File: config.mk
export PLATFORM = sky130hd
export DESIGN_NAME = pcc_peak_current_ctrl
export DESIGN_NICKNAME = d
export VERILOG_FILES = /design/src/hw/pcc_peak_current_ctrl.v /design/src/hw/pcc_evdiv.v /design/src/hw/pcc_dead.v
export VERILOG_INCLUDE_DIRS = /design/src /design/src/hw
export SDC_FILE = /design/constraint.sdc
export NUM_CORES = 1
export LEC_CHECK = 0
export BUFFER_PORTS_ARGS = -buffer_cell sky130_fd_sc_hd__buf_2
export CORE_AREA = 2 2 170 172
export DETAILED_ROUTE_END_ITERATION = 16
export DIE_AREA = 0 0 172 174
export PLACE_DENSITY = 0.75
export SLEW_MARGIN = 25
export SYNTH_ARGS = -nofsm -noshare
export SYNTH_HDL_FRONTEND = slang
export SYNTH_SLANG_ARGS = --single-unit
File: constraint.sdc
create_clock -name pclk -period 5.8 [get_ports pclk]
set_input_delay 1.16 -clock pclk [delete_from_list [all_inputs] [get_ports pclk]]
set_output_delay 1.16 -clock pclk [all_outputs]
set_load 0.02 [all_outputs]
File: src/hw/pcc_defines.vh
`ifndef PCC_DEFINES_VH
`define PCC_DEFINES_VH
// APB register byte offsets
`define PCC_OFF_CTRL      12'h000
`define PCC_OFF_PERIOD    12'h004
`define PCC_OFF_REF       12'h008
`define PCC_OFF_SLOPE     12'h00C
`define PCC_OFF_OFFSET    12'h010
`define PCC_OFF_BLANK     12'h014
`define PCC_OFF_DEAD      12'h018
`define PCC_OFF_DIV       12'h01C
`define PCC_OFF_STATUS    12'h020
// Control register fields
`define PCC_CTRL_EN       0
`define PCC_CTRL_COMPL    1
`define PCC_CTRL_POL      2
`define PCC_CTRL_SRC      3
`define PCC_CTRL_ADCEV    5:4
`define PCC_CTRL_TASKEV   7:6
// Reset values
`define PCC_RST_CTRL      8'h00
`define PCC_RST_PERIOD    16'h07CF
`define PCC_RST_BLANK     16'h0004
`define PCC_RST_DEAD      16'h0002
`define PCC_RST_DIV       4'h0
// Event selections
`define PCC_EV_START      2'h0
`define PCC_EV_TRIP       2'h1
`define PCC_EV_PERIOD     2'h2
`endif

File: src/hw/pcc_peak_current_ctrl.v
// Overview of operation
// - Gate turns on at each cycle start
// - Gate off when current exceeds reference
// - Comparator against reference ends on-time
// - Reference falls by slope times elapsed time
// - Zero slope keeps reference constant
// - Blanking time ignores trips at start
// - Cycles repeat at configured carrier period
// - Complementary mode drives inverted A/B pair
// - Blanking delay between opposing pair edges
// - Single mode modulates only channel A
// - Polarity sets the active level of both A and B
// - Sense source selects ADC or amplifier
// - ADC trigger after divided event count
// - Task trigger after divided event count

`timescale 1ns/1ps
`default_nettype none
`include "pcc_defines.vh"

module pcc_peak_current_ctrl #(
   parameter DW = 12,
   parameter TW = 16,
   parameter VW = 4
) (
   input  wire          pclk,
   input  wire          presetn,
   input  wire          ce,
   input  wire          psel,
   input  wire          penable,
   input  wire          pwrite,
   input  wire [11:0]   paddr,
   input  wire [31:0]   pwdata,
   input  wire [3:0]    pstrb,
   output reg  [31:0]   prdata,
   output reg           pready,
   output reg           pslverr,
   input  wire [DW-1:0] sense_adc,
   input  wire [DW-1:0] sense_amp,
   output reg  [DW-1:0] peak_reference,
   output wire          gate_out_primary,
   output wire          gate_out_secondary,
   output wire          adc_trig,
   output wire          task_trig
);

   // Configuration registers
   reg [7:0]    ctrl_q;
   reg [TW-1:0] period_q;
   reg [DW-1:0] ref_q;
   reg [DW-1:0] slope_q;
   reg [DW-1:0] offset_q;
   reg [TW-1:0] blank_q;
   reg [TW-1:0] dead_q;
   reg [VW-1:0] adc_div_q;
   reg [VW-1:0] task_div_q;

   // Cycle state, all of it frozen while ce is low
   reg [TW-1:0]   cnt_q;
   reg [DW+TW:0]  ramp_q;
   reg            on_q;
   reg            tripped_q;
   reg            cmp_q;
   reg            start_q;
   reg            trip_ev_q;
   reg            period_ev_q;

   // Bus decode
   wire           en;
   wire           wr;
   wire           rd;

   // Carrier timing, sense path and reference arithmetic
   wire           cyc_start;
   wire           cyc_end;
   wire [DW-1:0]  sense;
   wire [DW:0]    base;
   wire [DW+TW:0] ref_full;
   wire [DW+TW:0] ref_diff;
   wire           ref_over;
   wire [DW-1:0]  eff_ref;
   wire           in_blank;
   wire           trip_now;

   // Read mux outputs
   reg  [31:0]    rdata_d;
   reg            err_d;

   // Select one event source for a divider
   // Code 3 and any unknown code select no event, so the divider idles
   function ev_sel;
      input [1:0] sel;
      input       s;
      input       t;
      input       p;
      begin
         case (sel)
            `PCC_EV_START:  ev_sel = s;
            `PCC_EV_TRIP:   ev_sel = t;
            `PCC_EV_PERIOD: ev_sel = p;
            default:        ev_sel = 1'b0;
         endcase
      end
   endfunction

   // Master enable for carrier, trips and triggers
   assign en = ctrl_q[`PCC_CTRL_EN];

   // APB access phase takes two cycles, as pready is registered and set in the second
   // The ~pready term keeps a held request from acting twice
   assign wr = psel & penable & pwrite & ~pready;
   assign rd = psel & penable & ~pwrite & ~pready;

   // Register writes; byte lanes are not honoured on any register
   // Any strobe bit writes the whole register; none at all writes nothing
   always @(posedge pclk or negedge presetn) begin
      if (!presetn) begin
         ctrl_q     <= `PCC_RST_CTRL;
         period_q   <= `PCC_RST_PERIOD;
         ref_q      <= {DW{1'b0}};
         slope_q    <= {DW{1'b0}};
         offset_q   <= {DW{1'b0}};
         blank_q    <= `PCC_RST_BLANK;
         dead_q     <= `PCC_RST_DEAD;
         adc_div_q  <= `PCC_RST_DIV;
         task_div_q <= `PCC_RST_DIV;
      end else if (ce && wr && (pstrb != 4'h0)) begin
         case (paddr)
            `PCC_OFF_CTRL:   ctrl_q   <= pwdata[7:0];
            `PCC_OFF_PERIOD: period_q <= pwdata[TW-1:0];
            `PCC_OFF_REF:    ref_q    <= pwdata[DW-1:0];
            `PCC_OFF_SLOPE:  slope_q  <= pwdata[DW-1:0];
            `PCC_OFF_OFFSET: offset_q <= pwdata[DW-1:0];
            `PCC_OFF_BLANK:  blank_q  <= pwdata[TW-1:0];
            `PCC_OFF_DEAD:   dead_q   <= pwdata[TW-1:0];
            // Both trigger dividers share one word
            `PCC_OFF_DIV: begin
               adc_div_q  <= pwdata[VW-1:0];
               task_div_q <= pwdata[VW+15:16];
            end
            // Status is read-only; unmapped offsets are refused by the error flag
            default: ;
         endcase
      end
   end

   // Read mux and decode error for unmapped offsets
   // Decode is exact, so unaligned offsets also read as unmapped
   always @* begin
      rdata_d = 32'h00000000;
      err_d   = 1'b0;
      case (paddr)
         `PCC_OFF_CTRL:   rdata_d[7:0]    = ctrl_q;
         `PCC_OFF_PERIOD: rdata_d[TW-1:0] = period_q;
         `PCC_OFF_REF:    rdata_d[DW-1:0] = ref_q;
         `PCC_OFF_SLOPE:  rdata_d[DW-1:0] = slope_q;
         `PCC_OFF_OFFSET: rdata_d[DW-1:0] = offset_q;
         `PCC_OFF_BLANK:  rdata_d[TW-1:0] = blank_q;
         `PCC_OFF_DEAD:   rdata_d[TW-1:0] = dead_q;
         `PCC_OFF_DIV: begin
            rdata_d[VW-1:0]    = adc_div_q;
            rdata_d[VW+15:16]  = task_div_q;
         end
         // Live cycle state, for polling the on-time and comparator
         `PCC_OFF_STATUS: begin
            rdata_d[0]         = on_q;
            rdata_d[1]         = tripped_q;
            rdata_d[2]         = cmp_q;
            rdata_d[TW+15:16]  = cnt_q;
         end
         default: err_d = 1'b1;
      endcase
   end

   // APB response registers
   always @(posedge pclk or negedge presetn) begin
      if (!presetn) begin
         prdata  <= 32'h00000000;
         pready  <= 1'b0;
         pslverr <= 1'b0;
      end else if (ce) begin
         // One wait state: answer on the edge after the access is taken
         pready  <= psel & penable & ~pready;
         pslverr <= psel & penable & ~pready & err_d;
         // Read data holds until the next read; writes leave it alone
         if (rd) begin
            prdata <= rdata_d;
         end
      end
   end

   // Sense source selection
   assign sense     = ctrl_q[`PCC_CTRL_SRC] ? sense_amp : sense_adc;
   // Base is one bit wider so reference plus offset cannot wrap
   assign base      = {1'b0, ref_q} + {1'b0, offset_q};
   assign ref_full  = {{TW{1'b0}}, base};
   // Ramp grows by slope each clock; zero slope leaves it at zero
   assign ref_diff  = ref_full - ramp_q;
   assign ref_over  = (ref_diff > {{(TW+1){1'b0}}, {DW{1'b1}}});
   // Clamp at zero once the ramp passes the base, and at full scale on top
   assign eff_ref   = (ramp_q >= ref_full) ? {DW{1'b0}} :
                      ref_over ? {DW{1'b1}} :
                      ref_diff[DW-1:0];

   // Carrier end and blanking window
   // A period shortened below the count ends the cycle at once
   assign cyc_end   = (cnt_q >= period_q);
   assign cyc_start = en & cyc_end;
   // Trips are ignored while the count is inside the blanking time
   assign in_blank  = (cnt_q < blank_q);
   assign trip_now  = on_q & ~in_blank & cmp_q;

   // Carrier counter, ramp and on/off latch
   always @(posedge pclk or negedge presetn) begin
      if (!presetn) begin
         cnt_q          <= {TW{1'b0}};
         ramp_q         <= {(DW+TW+1){1'b0}};
         on_q           <= 1'b0;
         tripped_q      <= 1'b0;
         cmp_q          <= 1'b0;
         start_q        <= 1'b0;
         trip_ev_q      <= 1'b0;
         period_ev_q    <= 1'b0;
         peak_reference <= {DW{1'b0}};
      end else if (ce) begin
         // Comparator output is registered, one cycle of trip latency
         cmp_q          <= (sense > peak_reference);
         peak_reference <= eff_ref;
         // Event flags last one clock
         start_q        <= 1'b0;
         trip_ev_q      <= 1'b0;
         period_ev_q    <= 1'b0;

         // Disabled: gates off, count preloaded so enable starts a cycle next edge
         if (!en) begin
            cnt_q     <= period_q;
            ramp_q    <= {(DW+TW+1){1'b0}};
            on_q      <= 1'b0;
            tripped_q <= 1'b0;
         end else if (cyc_start) begin
            // New cycle: gate on with no set duty, ramp restarts from zero
            // Start and period events share one pulse, as cycles abut
            cnt_q       <= {TW{1'b0}};
            ramp_q      <= {(DW+TW+1){1'b0}};
            on_q        <= 1'b1;
            tripped_q   <= 1'b0;
            start_q     <= 1'b1;
            period_ev_q <= 1'b1;
         end else begin
            // Within the cycle: count, ramp, and the first trip ends the on-time
            // A trip that meets the cycle start is dropped; the new cycle wins
            cnt_q  <= cnt_q + {{(TW-1){1'b0}}, 1'b1};
            ramp_q <= ramp_q + {{(TW+1){1'b0}}, slope_q};
            if (trip_now && !tripped_q) begin
               on_q      <= 1'b0;
               tripped_q <= 1'b1;
               trip_ev_q <= 1'b1;
            end
         end
      end
   end

   // Output stage with polarity and blanking delay
   // Single mode and the idle level of channel B are settled inside the stage
   pcc_dead #(.W(TW)) u_dead (
      .pclk    (pclk),
      .presetn (presetn),
      .ce      (ce),
      .pwm     (on_q),
      .compl   (ctrl_q[`PCC_CTRL_COMPL]),
      .pol     (ctrl_q[`PCC_CTRL_POL]),
      .dead    (dead_q),
      .out_a_q (gate_out_primary),
      .out_b_q (gate_out_secondary)
   );

   // Trigger dividers for ADC and control task
   // Each trigger is one clock wide; divider d fires on every (d+1)-th event
   // Dividers restart while disabled, so a new run counts from zero
   pcc_evdiv #(.W(VW)) u_adc_div (
      .pclk    (pclk),
      .presetn (presetn),
      .ce      (ce),
      .clr     (~en),
      .ev      (ev_sel(ctrl_q[`PCC_CTRL_ADCEV], start_q, trip_ev_q, period_ev_q)),
      .div     (adc_div_q),
      .trig_q  (adc_trig)
   );

   pcc_evdiv #(.W(VW)) u_task_div (
      .pclk    (pclk),
      .presetn (presetn),
      .ce      (ce),
      .clr     (~en),
      .ev      (ev_sel(ctrl_q[`PCC_CTRL_TASKEV], start_q, trip_ev_q, period_ev_q)),
      .div     (task_div_q),
      .trig_q  (task_trig)
   );
endmodule // pcc_peak_current_ctrl
`default_nettype wire

File: src/hw/pcc_evdiv.v
`timescale 1ns/1ps
`default_nettype none
// Event divider: pulses once per (div+1) selected events
module pcc_evdiv #(
   parameter W = 4
) (
   input  wire         pclk,
   input  wire         presetn,
   input  wire         ce,
   input  wire         clr,
   input  wire         ev,
   input  wire [W-1:0] div,
   output reg          trig_q
);
   reg [W-1:0] cnt_q;
   // Count events; fire when the count reaches the divider
   always @(posedge pclk or negedge presetn) begin
      if (!presetn) begin
         cnt_q  <= {W{1'b0}};
         trig_q <= 1'b0;
      end else if (ce) begin
         trig_q <= 1'b0;
         if (clr) begin
            cnt_q <= {W{1'b0}};
         end else if (ev) begin
            if (cnt_q >= div) begin
               cnt_q  <= {W{1'b0}};
               trig_q <= 1'b1;
            end else begin
               cnt_q <= cnt_q + {{(W-1){1'b0}}, 1'b1};
            end
         end
      end
   end
endmodule // pcc_evdiv
`default_nettype wire

File: src/hw/pcc_dead.v
`timescale 1ns/1ps
`default_nettype none
// Complementary pair with blanking delay on each rising edge
module pcc_dead #(
   parameter W = 16
) (
   input  wire         pclk,
   input  wire         presetn,
   input  wire         ce,
   input  wire         pwm,
   input  wire         compl,
   input  wire         pol,
   input  wire [W-1:0] dead,
   output reg          out_a_q,
   output reg          out_b_q
);
   reg         pwm_q;
   reg [W-1:0] dly_q;
   wire        a_act;
   wire        b_act;
   // Both outputs stay inactive while the delay runs after any edge
   assign a_act = pwm & pwm_q & (dly_q == {W{1'b0}});
   assign b_act = compl & ~pwm & ~pwm_q & (dly_q == {W{1'b0}});
   always @(posedge pclk or negedge presetn) begin
      if (!presetn) begin
         pwm_q   <= 1'b0;
         dly_q   <= {W{1'b0}};
         out_a_q <= 1'b0;
         out_b_q <= 1'b0;
      end else if (ce) begin
         pwm_q <= pwm;
         if (pwm != pwm_q) begin
            dly_q <= compl ? dead : {W{1'b0}};
         end else if (dly_q != {W{1'b0}}) begin
            dly_q <= dly_q - {{(W-1){1'b0}}, 1'b1};
         end
         out_a_q <= a_act ^ ~pol;
         // Single mode leaves B idle at the inverse of A's idle level
         // In complementary mode B shares A's polarity mapping, so the pair never shows both active
         out_b_q <= compl ? (b_act ^ ~pol) : pol;
      end
   end
endmodule // pcc_dead
`default_nettype wire

* Yosys cells after proc, flatten, opt, wreduce, memory -nomap -nowiden
Index checks and enable logic that the tools add are counted.
Widths: inputs -> output; s select.
** Storage, ports and cells
- Output and inout bits :: 50
- Logic and storage cells :: 152
- Bits in registers :: 225
- Input port bits :: 78
** Operators by class
- Reductions and logical operators :: 27
- Eq/ne operators :: 16
- Bitwise logic cells :: 23
- Muxes and demuxes :: 44
- Add/sub/neg operators :: 7
- Magnitude comparators :: 7
** Operators by type and width (number)
- $mux 16 :: 5
- $mux 29 :: 2
- $eq 12x5->1 const B :: 4
- $mux 12 :: 4
- $add 29x12->29 :: 1
- $ge 29x13->1 :: 1
- $gt 29x12->1 const B :: 1
- $sub 13x29->29 :: 1
- $pmux 4 s7 :: 1
- $pmux 3 s9 :: 1
- $reduce_and 2->1 :: 13
- $eq 12x4->1 const B :: 2
- $mux 4 :: 6
- $pmux 4 s6 :: 1
- $mux 1 :: 19
- $add 16x1->16 const B :: 1
- $ge 16x16->1 :: 1
- $logic_not 16->1 :: 1
- $lt 16x16->1 :: 1
- $reduce_bool 16->1 :: 1
- $sub 16x1->16 const B :: 1
- $and 1x1->1 :: 15
- $add 12x12->13 :: 1
- $eq 12x3->1 const B :: 1
- 23 further kinds :: 39

* Depth between registers and ports, before layout
Gate-level depths: netlist (run 1).
- Depth in word-level cells :: 8
- Gate-level depth with buffers :: 21
- Mapped depth without buffers :: 20

* Cells and area by module
A second synthesis (run 1) with hierarchy kept.
** Unflattened totals
- Cells, all modules :: 1478
- Area, all modules :: 13904.6 µm²
** Modules (own cells, without submodules)
- pcc_peak_current_ctrl :: area each 11898.9 µm², seq. area each 4918.5 µm², cells an instance 1248, times used 1
- pcc_dead :: area each 1317.5 µm², seq. area each 475.5 µm², cells an instance 154, times used 1
- pcc_evdiv :: area each 344.1 µm², seq. area each 125.1 µm², cells an instance 38, times used 2

* Worst setup path before layout (run 1)
OpenSTA, ideal clock, no wires.
- Path kind :: reg2reg
- Start point :: reg ref_q[0]
- End point :: reg peak_reference[6]
- Setup time :: 0.130 ns
- Slack :: 1.410 ns
- Data required time :: 5.670 ns
- Path buffers :: 1
- Stages on the path, launching flop included :: 22
- Data arrival time :: 4.260 ns
- Period minus slack after synthesis :: 4.390 ns
- Cells stage by stage :: dfrtp_1 > ha_1 > inv_1 > fa_1 > nor2b_1 > o21ai_0 > a21boi_0 > o21ai_0 > a21boi_0 > o21a_1 > nor2_1 > o311ai_0 > ha_1 > and3_2 > nand2_1 > a21oi_2 > o31ai_1 > a2111oi_0 > mux2_2 > a2111oi_4 > buf_6 > a31oi_1
** On the way
- Word-level cells in the longest chain between the ends :: 5
- Elaborated cells between the ends (all ways) :: 6
- Those cells by class :: add/sub (2); order compare (2); mux (2)
** Ends and longest elaborated chain
- start, declared :: line pcc_peak_current_ctrl.v:50 : reg [DW-1:0] ref_q;
- start signal, assigned :: line pcc_peak_current_ctrl.v:120 : ref_q <= {DW{1'b0}};
- start signal, assigned :: line pcc_peak_current_ctrl.v:131 : `PCC_OFF_REF: ref_q <= pwdata[DW-1:0];
- $add 12x12->13 * :: line pcc_peak_current_ctrl.v:195 : assign base = {1'b0, ref_q} + {1'b0, offset_q};
- $sub 13x29->29 :: line pcc_peak_current_ctrl.v:198 : assign ref_diff = ref_full - ramp_q;
- $gt 29x12->1 :: line pcc_peak_current_ctrl.v:199 : assign ref_over = (ref_diff > {{(TW+1){1'b0}}, {DW{1'b1}}});
- $mux 12 :: line pcc_peak_current_ctrl.v:202 : ref_over ? {DW{1'b1}} :
- $mux 12 * :: line pcc_peak_current_ctrl.v:201 : assign eff_ref = (ramp_q >= ref_full) ? {DW{1'b0}} :
- end signal, assigned :: line pcc_peak_current_ctrl.v:224 : peak_reference <= {DW{1'b0}};
- end signal, assigned :: line pcc_peak_current_ctrl.v:228 : peak_reference <= eff_ref;
- end, declared :: line pcc_peak_current_ctrl.v:40 : output reg [DW-1:0] peak_reference,
Every way passes the cells marked *; elsewhere a longest branch is shown, timed or not.
A chain may end at the register's enable or synchronous reset.

* Final worst setup path (run 1)
- Start point :: reg ref_q[0]
- End point :: reg peak_reference[5]
The elaborated chain is that of the path after synthesis.

==> out/qor.yml, run 1 <==
numCtsBuffers: 26
path_clk_slew_ns: 0.06
layout_min_cycle_time_ns: 5.212
tightest_slew_ns: 0.9673
rows: 62
netlist_area_um2: 13810
fin_crit_sh: 0.8987
maxSlewHeadroom: 0.3537
fill_cells: 2498
drive_gt1_frac: 0.2152
hold_violations: 0
num_antenna_cells: 0
synth_top_area_cell: "dfrtp_1"
place_ws_ns: 0.4902
fmax_mhz: 191.8
ys_seq_area_frac: 0.4088
drt-initial-drc-count: 1275
outcome: "finished, final reports clean"
crit_path_end_kind: "register"
ir_drop_mv: 0.2104
ant_nets: 0
p_leak_nw: 7.259
synth_nets: 1584
max-cap-violations: 0
criticalPathCategory: "register to register"
ios: 128
setup_viol: 0
grt_setup_unrepaired: "false"
firstDrtPassIters: 7
required_ns: 6.21
routabilityCongestion: 0.9113
synthTopCellsByArea: "dfrtp_1, mux2_2, ha_1"
synth_flop_cell: "dfrtp_1"
p_per_area_nw_per_um2: 223.5
synth_top_area_share: 0.3879
ctsLongestPathBuffers: 3
hp-class: "register to register"
maxSlewViolCount: 0
antenna_found_initial: 2
grt_max_degree: 126
grt_first_pass_wirelength_mm: 60.55
cts_tree: "built"
clock_skew_ns: 0.02983
initial_utilization: 0.4890
hpwl_mm: 27.17
worst_slack_ns: 0.5875
drc: 0
core_area_um2: 28240
ys_ff_latch: 225
syn_inst: 1410
dieArea_um2: 29930
syn_area_per_cell_um2: 9.792
route.vias.total: 11640
synth_cell_types: 85
grt.overflow.total: 0
grt_pass1_vias: 11170
portBuffers: 115
worst_setup_path_start_kind: "register"
die_h_um: 174
hold_buffers: 0
path_max_fanout: 12
yosysMostFrequentCell: "dfrtp_1"
routed_wirelength_mm: 38.18
ctsResizeCount: 0
utilization: 0.5526
cts_sinks: 225
clockRootBuffer: "clkbuf_16"
async_reset_ff_frac: 1.000
wl_per_cell_um: 20.01
viasPerCell: 6.102
synth_edf_count: 0
fin_setup_tns_ns: 0
arrival_ns: 5.62
track_usage: 0.2557
clk_latency_ns: 0.56
htree_levels: 1
synthToLayoutAreaGrowth_pct: 13.02
fp.dieW_um: 172
ys_warn_count: 0
nets: 1680
synthTopCellsByCount: "dfrtp_1, mux2_2, nor2_1, nand2_1, inv_1"
-- critical path, stage by stage (launching register included) --
cell,delay [ns]
dfrtp_1,0.37
ha_1,0.18
inv_1,0.06
fa_1,0.40
nor2b_1,0.12
o21ai_0,0.10
a21boi_0,0.26
o21ai_0,0.15
a21boi_0,0.28
o21a_1,0.19
nor2_1,0.07
o311ai_0,0.43
ha_1,0.28
and3_2,0.26
nand2_1,0.09
a21oi_2,0.16
o31ai_1,0.13
a2111oi_0,0.49
mux2_2,0.41
a2111oi_4,0.28
buf_4,0.25
a31oi_1,0.11
-- state kept, by name (all words and copies together) (netlist names), 16 cells and up --
signal        flops
prdata           32
ramp_q           29
blank_q          16
cnt_q            16
dead_q           16
period_q         16
u_dead.dly_q     16
-- cells in the final DEF, fill, tap and decap left out, types with 14 or more instances in the layout --
cell       count
a21oi_1       70
inv_1         94
mux2i_1       14
buf_4         15
a31oi_1       18
o21a_1        14
dfrtp_1      214
buf_2        114
a21o_1        33
clkbuf_16     26
nor3_1        37
ha_1          93
a22oi_1       19
mux2_2       108
nand3_1       38
xnor2_1       27
o21ai_0       68
nand4_1       18
a222oi_1      23
xor2_1        18
nand2_1      102
nor2_1       103
-- timing repair --
| action | CTS | global route |
|---|---|---|
| setup buffers | 0 | 1 |
| endpoints found under the hold margin | 0 | 0 |
| setup endpoints to repair | 0 | 12 |
-- path summary, 6_finish.rpt --
path | slack, ns | cells past startpoint | endpoint | from
setup / recovery | 0.59 | 21 | peak_reference[5] | ref_q[0]
max in group asynchronous | 4.05 | 3 | cnt_q[4] | presetn
hold reg to reg | 0.46 | 2 | prdata[21] | prdata[21]
min in group asynchronous | 0.50 | 1 | peak_reference[4] | presetn
setup reg to reg | 0.59 | 21 | peak_reference[5] | ref_q[0]
hold / removal | 0.46 | 2 | prdata[21] | prdata[21]
-- stage by stage --
step / total power [mW] / cells / area [µm²] / hold slack [ns]
after floorplan: 1.775 / 1410 / 13810 / 0.4611
after global placement: 1.893 / 1860 / 14730 / 0.4489
after detailed placement: 1.900 / 1860 / 14740 / 0.4511
after CTS: 3.508 / 1906 / 15570 / 0.4650
after global routing: 3.601 / 1908 / 15610 / 0.4914
final: 3.488 / 1908 / 15610 / 0.4593
-- per-layer routing --
layer / vias to the layer above / GRT usage / routed length (µm)
met4: 4 / 0.09384 / 1294
met3: 82 / 0.04759 / 3005
met2: 488 / 0.3917 / 17220
li1: 5405 / - / -
met5: - / 0 / 27
met1: 5663 / 0.3615 / 16620
-- power by group --
part           total (mW)  internal (mW)  switching (mW)
Sequential           1.63           1.60          0.0282
Clock                1.61          0.944           0.669
Combinational       0.246         0.0861           0.160
-- cells by family after synthesis --
kind of cell / count (synthesis) / synth area share
muxes: 122 / 0.09823
xor gates and xnor gates: 45 / 0.02855
DFF: 225 / 0.4088
and+or+nand+nor: 402 / 0.1450
buffers and inverters: 159 / 0.04585
adders and majority gates: 96 / 0.08863
AOI/OAI and AO/OA: 361 / 0.1850
-- final cells by class --
class,count,area (µm²),share of cell area
multi-input cells,1026,7543,0.4834
flip-flops and latches,225,5644,0.3617
clock buffers,38,755.7,0.04843
repair buffers,132,745.7,0.04779
well taps,384,480.5,0.03079
inverters,95,356.6,0.02285
clock inverters,8,78.83,0.005051
Note: power is estimated with default switching activity, not from simulation.
==> inputs of run 2 (changes only) <==
--- a/config.mk
+++ b/config.mk
@@ -14,4 +14,5 @@
 export SLEW_MARGIN = 25
 export SYNTH_ARGS = -nofsm -noshare
 export SYNTH_HDL_FRONTEND = slang
+export SYNTH_HIERARCHICAL = 1
 export SYNTH_SLANG_ARGS = --single-unit
==> out/qor.yml, run 2 <==
outcome: "finished, final reports clean"
track_usage: 0.2681
grt_setup_unrepaired: "false"
hpwl_mm: 29.03
initial_utilization: 0.4924
max-cap-violations: 0
core_area_um2: 28240
tightest_slew_ns: 0.9433
wl_per_cell_um: 20.33
antenna_found_initial: 3
die_h_um: 174
grt_pass1_vias: 11950
grtUsageMet1: 0.3552
maxSlewHeadroom: 0.3688
numCtsBuffers: 26
syn_area_per_cell_um2: 9.408
crit_family: "compound AO/OA/AOI/OAI gates"
layout_common_cells: "dfrtp_1, nand2_1, buf_2"
top_register: "prdata"
top_regs: "prdata x32, ramp_q x29"
cts_tree: "built"
synthTopCellsByArea: "dfrtp_1, ha_1, mux2_1"
largest_reg_flops: 32
whs_ns: 0.4770
dieArea_um2: 29930
portBuffers: 115
nets: 1736
place_area_um2: 14820
hp-class: "register to register"
use_met2: 0.4475
maxSlewViolCount: 0
fin_crit_sh: 0.8508
drc: 0
grt_max_degree: 120
ctsResizeCount: 0
crit_chain: "ha_1, inv_1, fa_1, nor2b_1, o21ai_1, nand2b_1, a21o_1, a21oi_1, o21a_1, o211ai_1, o31a_1, ha_1, a211o_1, or4_1, a41oi_2, o221ai_2, nor4_4, a31oi_1"
clock_skew_ns: 0.01041
path_max_fanout: 12
fp.dieW_um: 172
cts_setup_buffers: 0
synth_top_area_cell: "dfrtp_1"
syn_inst: 1478
async_reset_ff_frac: 1.000
ir_drop_mv: 0.1898
ios: 128
final_common_cell: "dfrtp_1"
crit_path_end_kind: "register"
synth_top_area_share: 0.3851
grt.overflow.total: 0
clockRootBuffer: "clkbuf_16"
criticalPathCategory: "register to register"
synth_nets: 1652
cp_num_buf_inv: 1
synthToLayoutAreaGrowth_pct: 13.18
drt-initial-drc-count: 1213
required_ns: 6.16
routed_wirelength_mm: 40.00
clk_latency_ns: 0.53
busiest_layer: "met2"
cpMostUsedCell: "ha_1"
groute.layer.met3.usage: 0.03939
ys_seq_area_frac: 0.4059
netlist_area_um2: 13900
ys_warn_count: 6
firstDrtPassIters: 5
routabilityCongestion: 0.9341
arrival_ns: 5.30
max_stage_delay_ns: 0.69
synth_cell_types: 84
htree_levels: 1
synth_edf_count: 0
synth_flop_cell: "dfrtp_1"
route.vias.total: 12260
drive_gt1_frac: 0.1479
p_leak_nw: 7.471
yosysMostFrequentCell: "dfrtp_1"
hold_violations: 0
setup_viol: 0
ctsLongestPathBuffers: 3
hold_buffers: 0
grt_first_pass_wirelength_mm: 64.18
layout_min_cycle_time_ns: 4.935
rows: 62
fin_area_um2: 15740
path_clk_slew_ns: 0.06
synthTopCellsByCount: "dfrtp_1, nand2_1, nor2_1, ha_1, inv_1"
cpMaxStageDelayCell: "or4_1"
ant_nets: 0
viasPerCell: 6.231
cts_sinks: 225
worst_setup_path_start_kind: "register"
fmax_mhz: 202.6
fin_setup_tns_ns: 0
ys_ff_latch: 225
p_per_area_nw_per_um2: 238.4
-- run 2: cell count changes in the layout (fill, tap and decap cells not counted), sizes merged, moves of 7 or more --
cell   before  now
a21o       33   23
nand3      38   51
a21oi      73   54
a22oi      19   31
mux2      108   83
xor2       18   11
nand2     106  136
a31oi      19   28
o21ai      70  122
-- run 2: through the flow --
step	cells	setup slack [ns]	utilization	power, mW
2_1_floorplan	1478	1.599	-	1.895
3_3_place_gp	1918	0.9830	0.5245	2.035
3_5_place_dp	1918	0.9366	0.5249	2.046
4_1_cts	1966	0.9262	0.5572	3.765
5_1_grt	1967	0.5921	0.5573	3.883
6_report	1967	0.8653	0.5573	3.752
-- run 2: cell type report --
type	count	area, µm²
fill	2460	12500
inverter	92	345.3
timing repair buffer	132	725.7
antenna	1	2.502
clock inverter	14	167.7
tap	384	480.5
sequential	225	5644
clock buffer	34	742.0
multi-input combinational	1085	7630
-- run 2: cells by family (layout without fill, tap and decap cells) --
group	count (synthesis)	after routing	share of synthesized area
DFF	225	225	0.4059
and+or+nand+nor	460	460	0.1664
AOI/OAI and AO/OA	397	397	0.1930
buffers and inverters	168	272	0.04751
xor gates and xnor gates	37	37	0.02331
adders and majority gates	96	96	0.08801
muxes	95	95	0.07586
other	0	1	0
-- run 2: tightest hold or removal path, stage by stage (launching register included) --
cell and delay, ns:
dfrtp_1 0.34, nand2_1 0.05, o21ai_1 0.06
-- run 2: worst paths after layout --
kind | from | end | slack (ns) | cells past startpoint
worst max-delay path | ref_q[0] | peak_reference[8] | 0.87 | 18
worst min-delay path | prdata[29] | prdata[29] | 0.48 | 2
worst max register to register | ref_q[0] | peak_reference[8] | 0.87 | 18
worst min register to register | prdata[29] | prdata[29] | 0.48 | 2
max in group asynchronous | presetn | ref_q[9] | 4.00 | 2
min in group asynchronous | presetn | u_dead/dly_q[7] | 0.64 | 1
-- run 2: routing by layer --
layer	up-vias	share of wire
met5	-	0
met4	0	0.032
met1	6045	0.41
met3	85	0.072
li1	5638	-
met2	488	0.48
-- run 2: where the power goes --
group	switching (mW)	total, mW	internal (mW)
Sequential	0.0662	1.68	1.62
Clock	0.692	1.73	1.04
Combinational	0.214	0.337	0.123
Total	0.972	3.75	2.78
==> inputs of run 3 (changes only) <==
--- a/config.mk
+++ b/config.mk
@@ -11,6 +11,7 @@
 export DETAILED_ROUTE_END_ITERATION = 16
 export DIE_AREA = 0 0 172 174
 export PLACE_DENSITY = 0.75
+export REMOVE_ABC_BUFFERS = 1
 export SLEW_MARGIN = 25
 export SYNTH_ARGS = -nofsm -noshare
 export SYNTH_HDL_FRONTEND = slang
==> out/qor.yml, run 3 (synthesized netlist as in run 2, its figures left out) <==
outcome: "finished, final reports clean"
top_register: "prdata"
num_antenna_cells: 0
ff2ff_path_depth: 18
hold_end: "prdata[20]"
clkPwrFrac: 0.465
cts_tree: "built"
arrival_ns: 5.26
whs_ns: 0.4698
crit_path_end_kind: "register"
maxSlewHeadroom: 0.3261
utilization: 0.5575
cts_setup_buffers: 0
grt_first_pass_wirelength_mm: 62.88
hold_violations: 0
top_regs: "prdata x32, ramp_q x29"
hp-class: "register to register"
min_from: "prdata[20]"
ant_nets: 0
cts_sinks: 225
drive_gt1_frac: 0.1465
routabilityCongestion: 0.9262
largest_reg_flops: 32
comb_power_share: 0.089
rows: 62
numCtsBuffers: 27
final_common_cell: "dfrtp_1"
p_per_area_nw_per_um2: 239.3
clockRootBuffer: "clkbuf_16"
reg2reg_from: "ref_q[0]"
fill_cells: 2472
path_clk_slew_ns: 0.06
ctsLongestPathBuffers: 3
grt_max_degree: 116
drt-initial-drc-count: 1228
fin_setup_tns_ns: 0
ios: 128
place_area_um2: 14820
layout_common_cells: "dfrtp_1, nand2_1, buf_2"
fp.dieW_um: 172
fmax_mhz: 205.0
seqCellArea_um2: 5644
clk_latency_ns: 0.54
pwr-share-seq: 0.446
hold_buffers: 0
wl_per_cell_um: 19.90
drc: 0
ir_drop_mv: 0.2257
path_max_fanout: 12
worst-r2r-setup-slack_ns: 0.92
nets: 1737
p_switching_mw: 0.9687
routed_wirelength_mm: 39.16
maxSlewViolCount: 0
worst_slack_ns: 0.9208
fin_crit_sh: 0.8412
clock_skew_ns: 0.01770
die_h_um: 174
core_area_um2: 28240
route.vias.total: 12110
startpoint: "ref_q[0]"
synthToLayoutAreaGrowth_pct: 13.21
layout_min_cycle_time_ns: 4.879
firstDrtPassIters: 6
tightest_slew_ns: 1.007
required_ns: 6.18
whs_path_depth: 2
initial_utilization: 0.4924
ctsResizeCount: 0
criticalPathCategory: "register to register"
worstReg2RegEnd: "peak_reference[9]"
p_int_mw: 2.798
max-cap-violations: 0
portBuffers: 115
grt_pass1_vias: 11830
p_sw_frac: 0.2572
worst_setup_path_start_kind: "register"
viasPerCell: 6.152
fin_area_um2: 15740
multiInputGateArea_um2: 7627
track_usage: 0.2622
htree_levels: 1
antenna_found_initial: 0
hpwl_mm: 28.13
dieArea_um2: 29930
grt.overflow.total: 0
grt_setup_unrepaired: "false"
setup_viol: 0
p_leak_nw: 7.479
place_ws_ns: 0.9658
[run 3: layer usage]
metal,vias to the layer above,routed length (µm),global-route usage
li1,5639,-,-
met1,5948,16320,0.3446
met2,442,19030,0.4408
met3,78,2430,0.03301
met4,0,1376,0.09979
met5,-,0,0
[run 3: power groups by stage]
stage          sequential, mW  clock (mW)  combinational (mW)
5_1_grt                  1.69        1.84               0.375
6_report                 1.68        1.75               0.334
3_5_place_dp             1.71           0               0.333
3_3_place_gp             1.70           0               0.324
2_1_floorplan            1.72           0               0.157
4_1_cts                  1.68        1.77               0.335
[run 3: final cells by class]
type	count	area share
flip-flops and latches	225	0.3586
clock buffers	38	0.04872
well taps	384	0.03052
multi-input cells	1085	0.4845
repair buffers	132	0.04610
clock inverters	12	0.009618
inverters	92	0.02194
[run 3: worst max-delay path, stage by stage, from the launching register on]
cell and delay (ns):
dfrtp_1 0.40, ha_1 0.23, inv_1 0.08, fa_1 0.20, nor2b_1 0.06, o21ai_1 0.14, nand2b_1 0.11, a21o_1 0.19
a21oi_1 0.22, o21a_1 0.20, o211ai_1 0.14, o31a_1 0.29, ha_1 0.38, a211o_1 0.31, or4_1 0.67, a41oi_2 0.24
o221ai_2 0.15, nor4_4 0.54, a31oi_1 0.17
[run 3: stage by stage]
step           std cells  power (mW)
6_report            1968       3.767
5_1_grt             1968       3.903
4_1_cts             1968       3.782
3_5_place_dp        1918       2.039
3_3_place_gp        1918       2.028
2_1_floorplan       1402       1.877
[run 3: worst max-delay path by stage]
stage | endpoint | slack, ns | cells past startpoint
detailed placement | peak_reference[6] | 0.97 | 18
global route | peak_reference[9] | 0.64 | 18
global placement | peak_reference[9] | 0.99 | 18
CTS | peak_reference[9] | 0.95 | 18
finish | peak_reference[9] | 0.92 | 18
floorplan | peak_reference[2] | 1.50 | 18
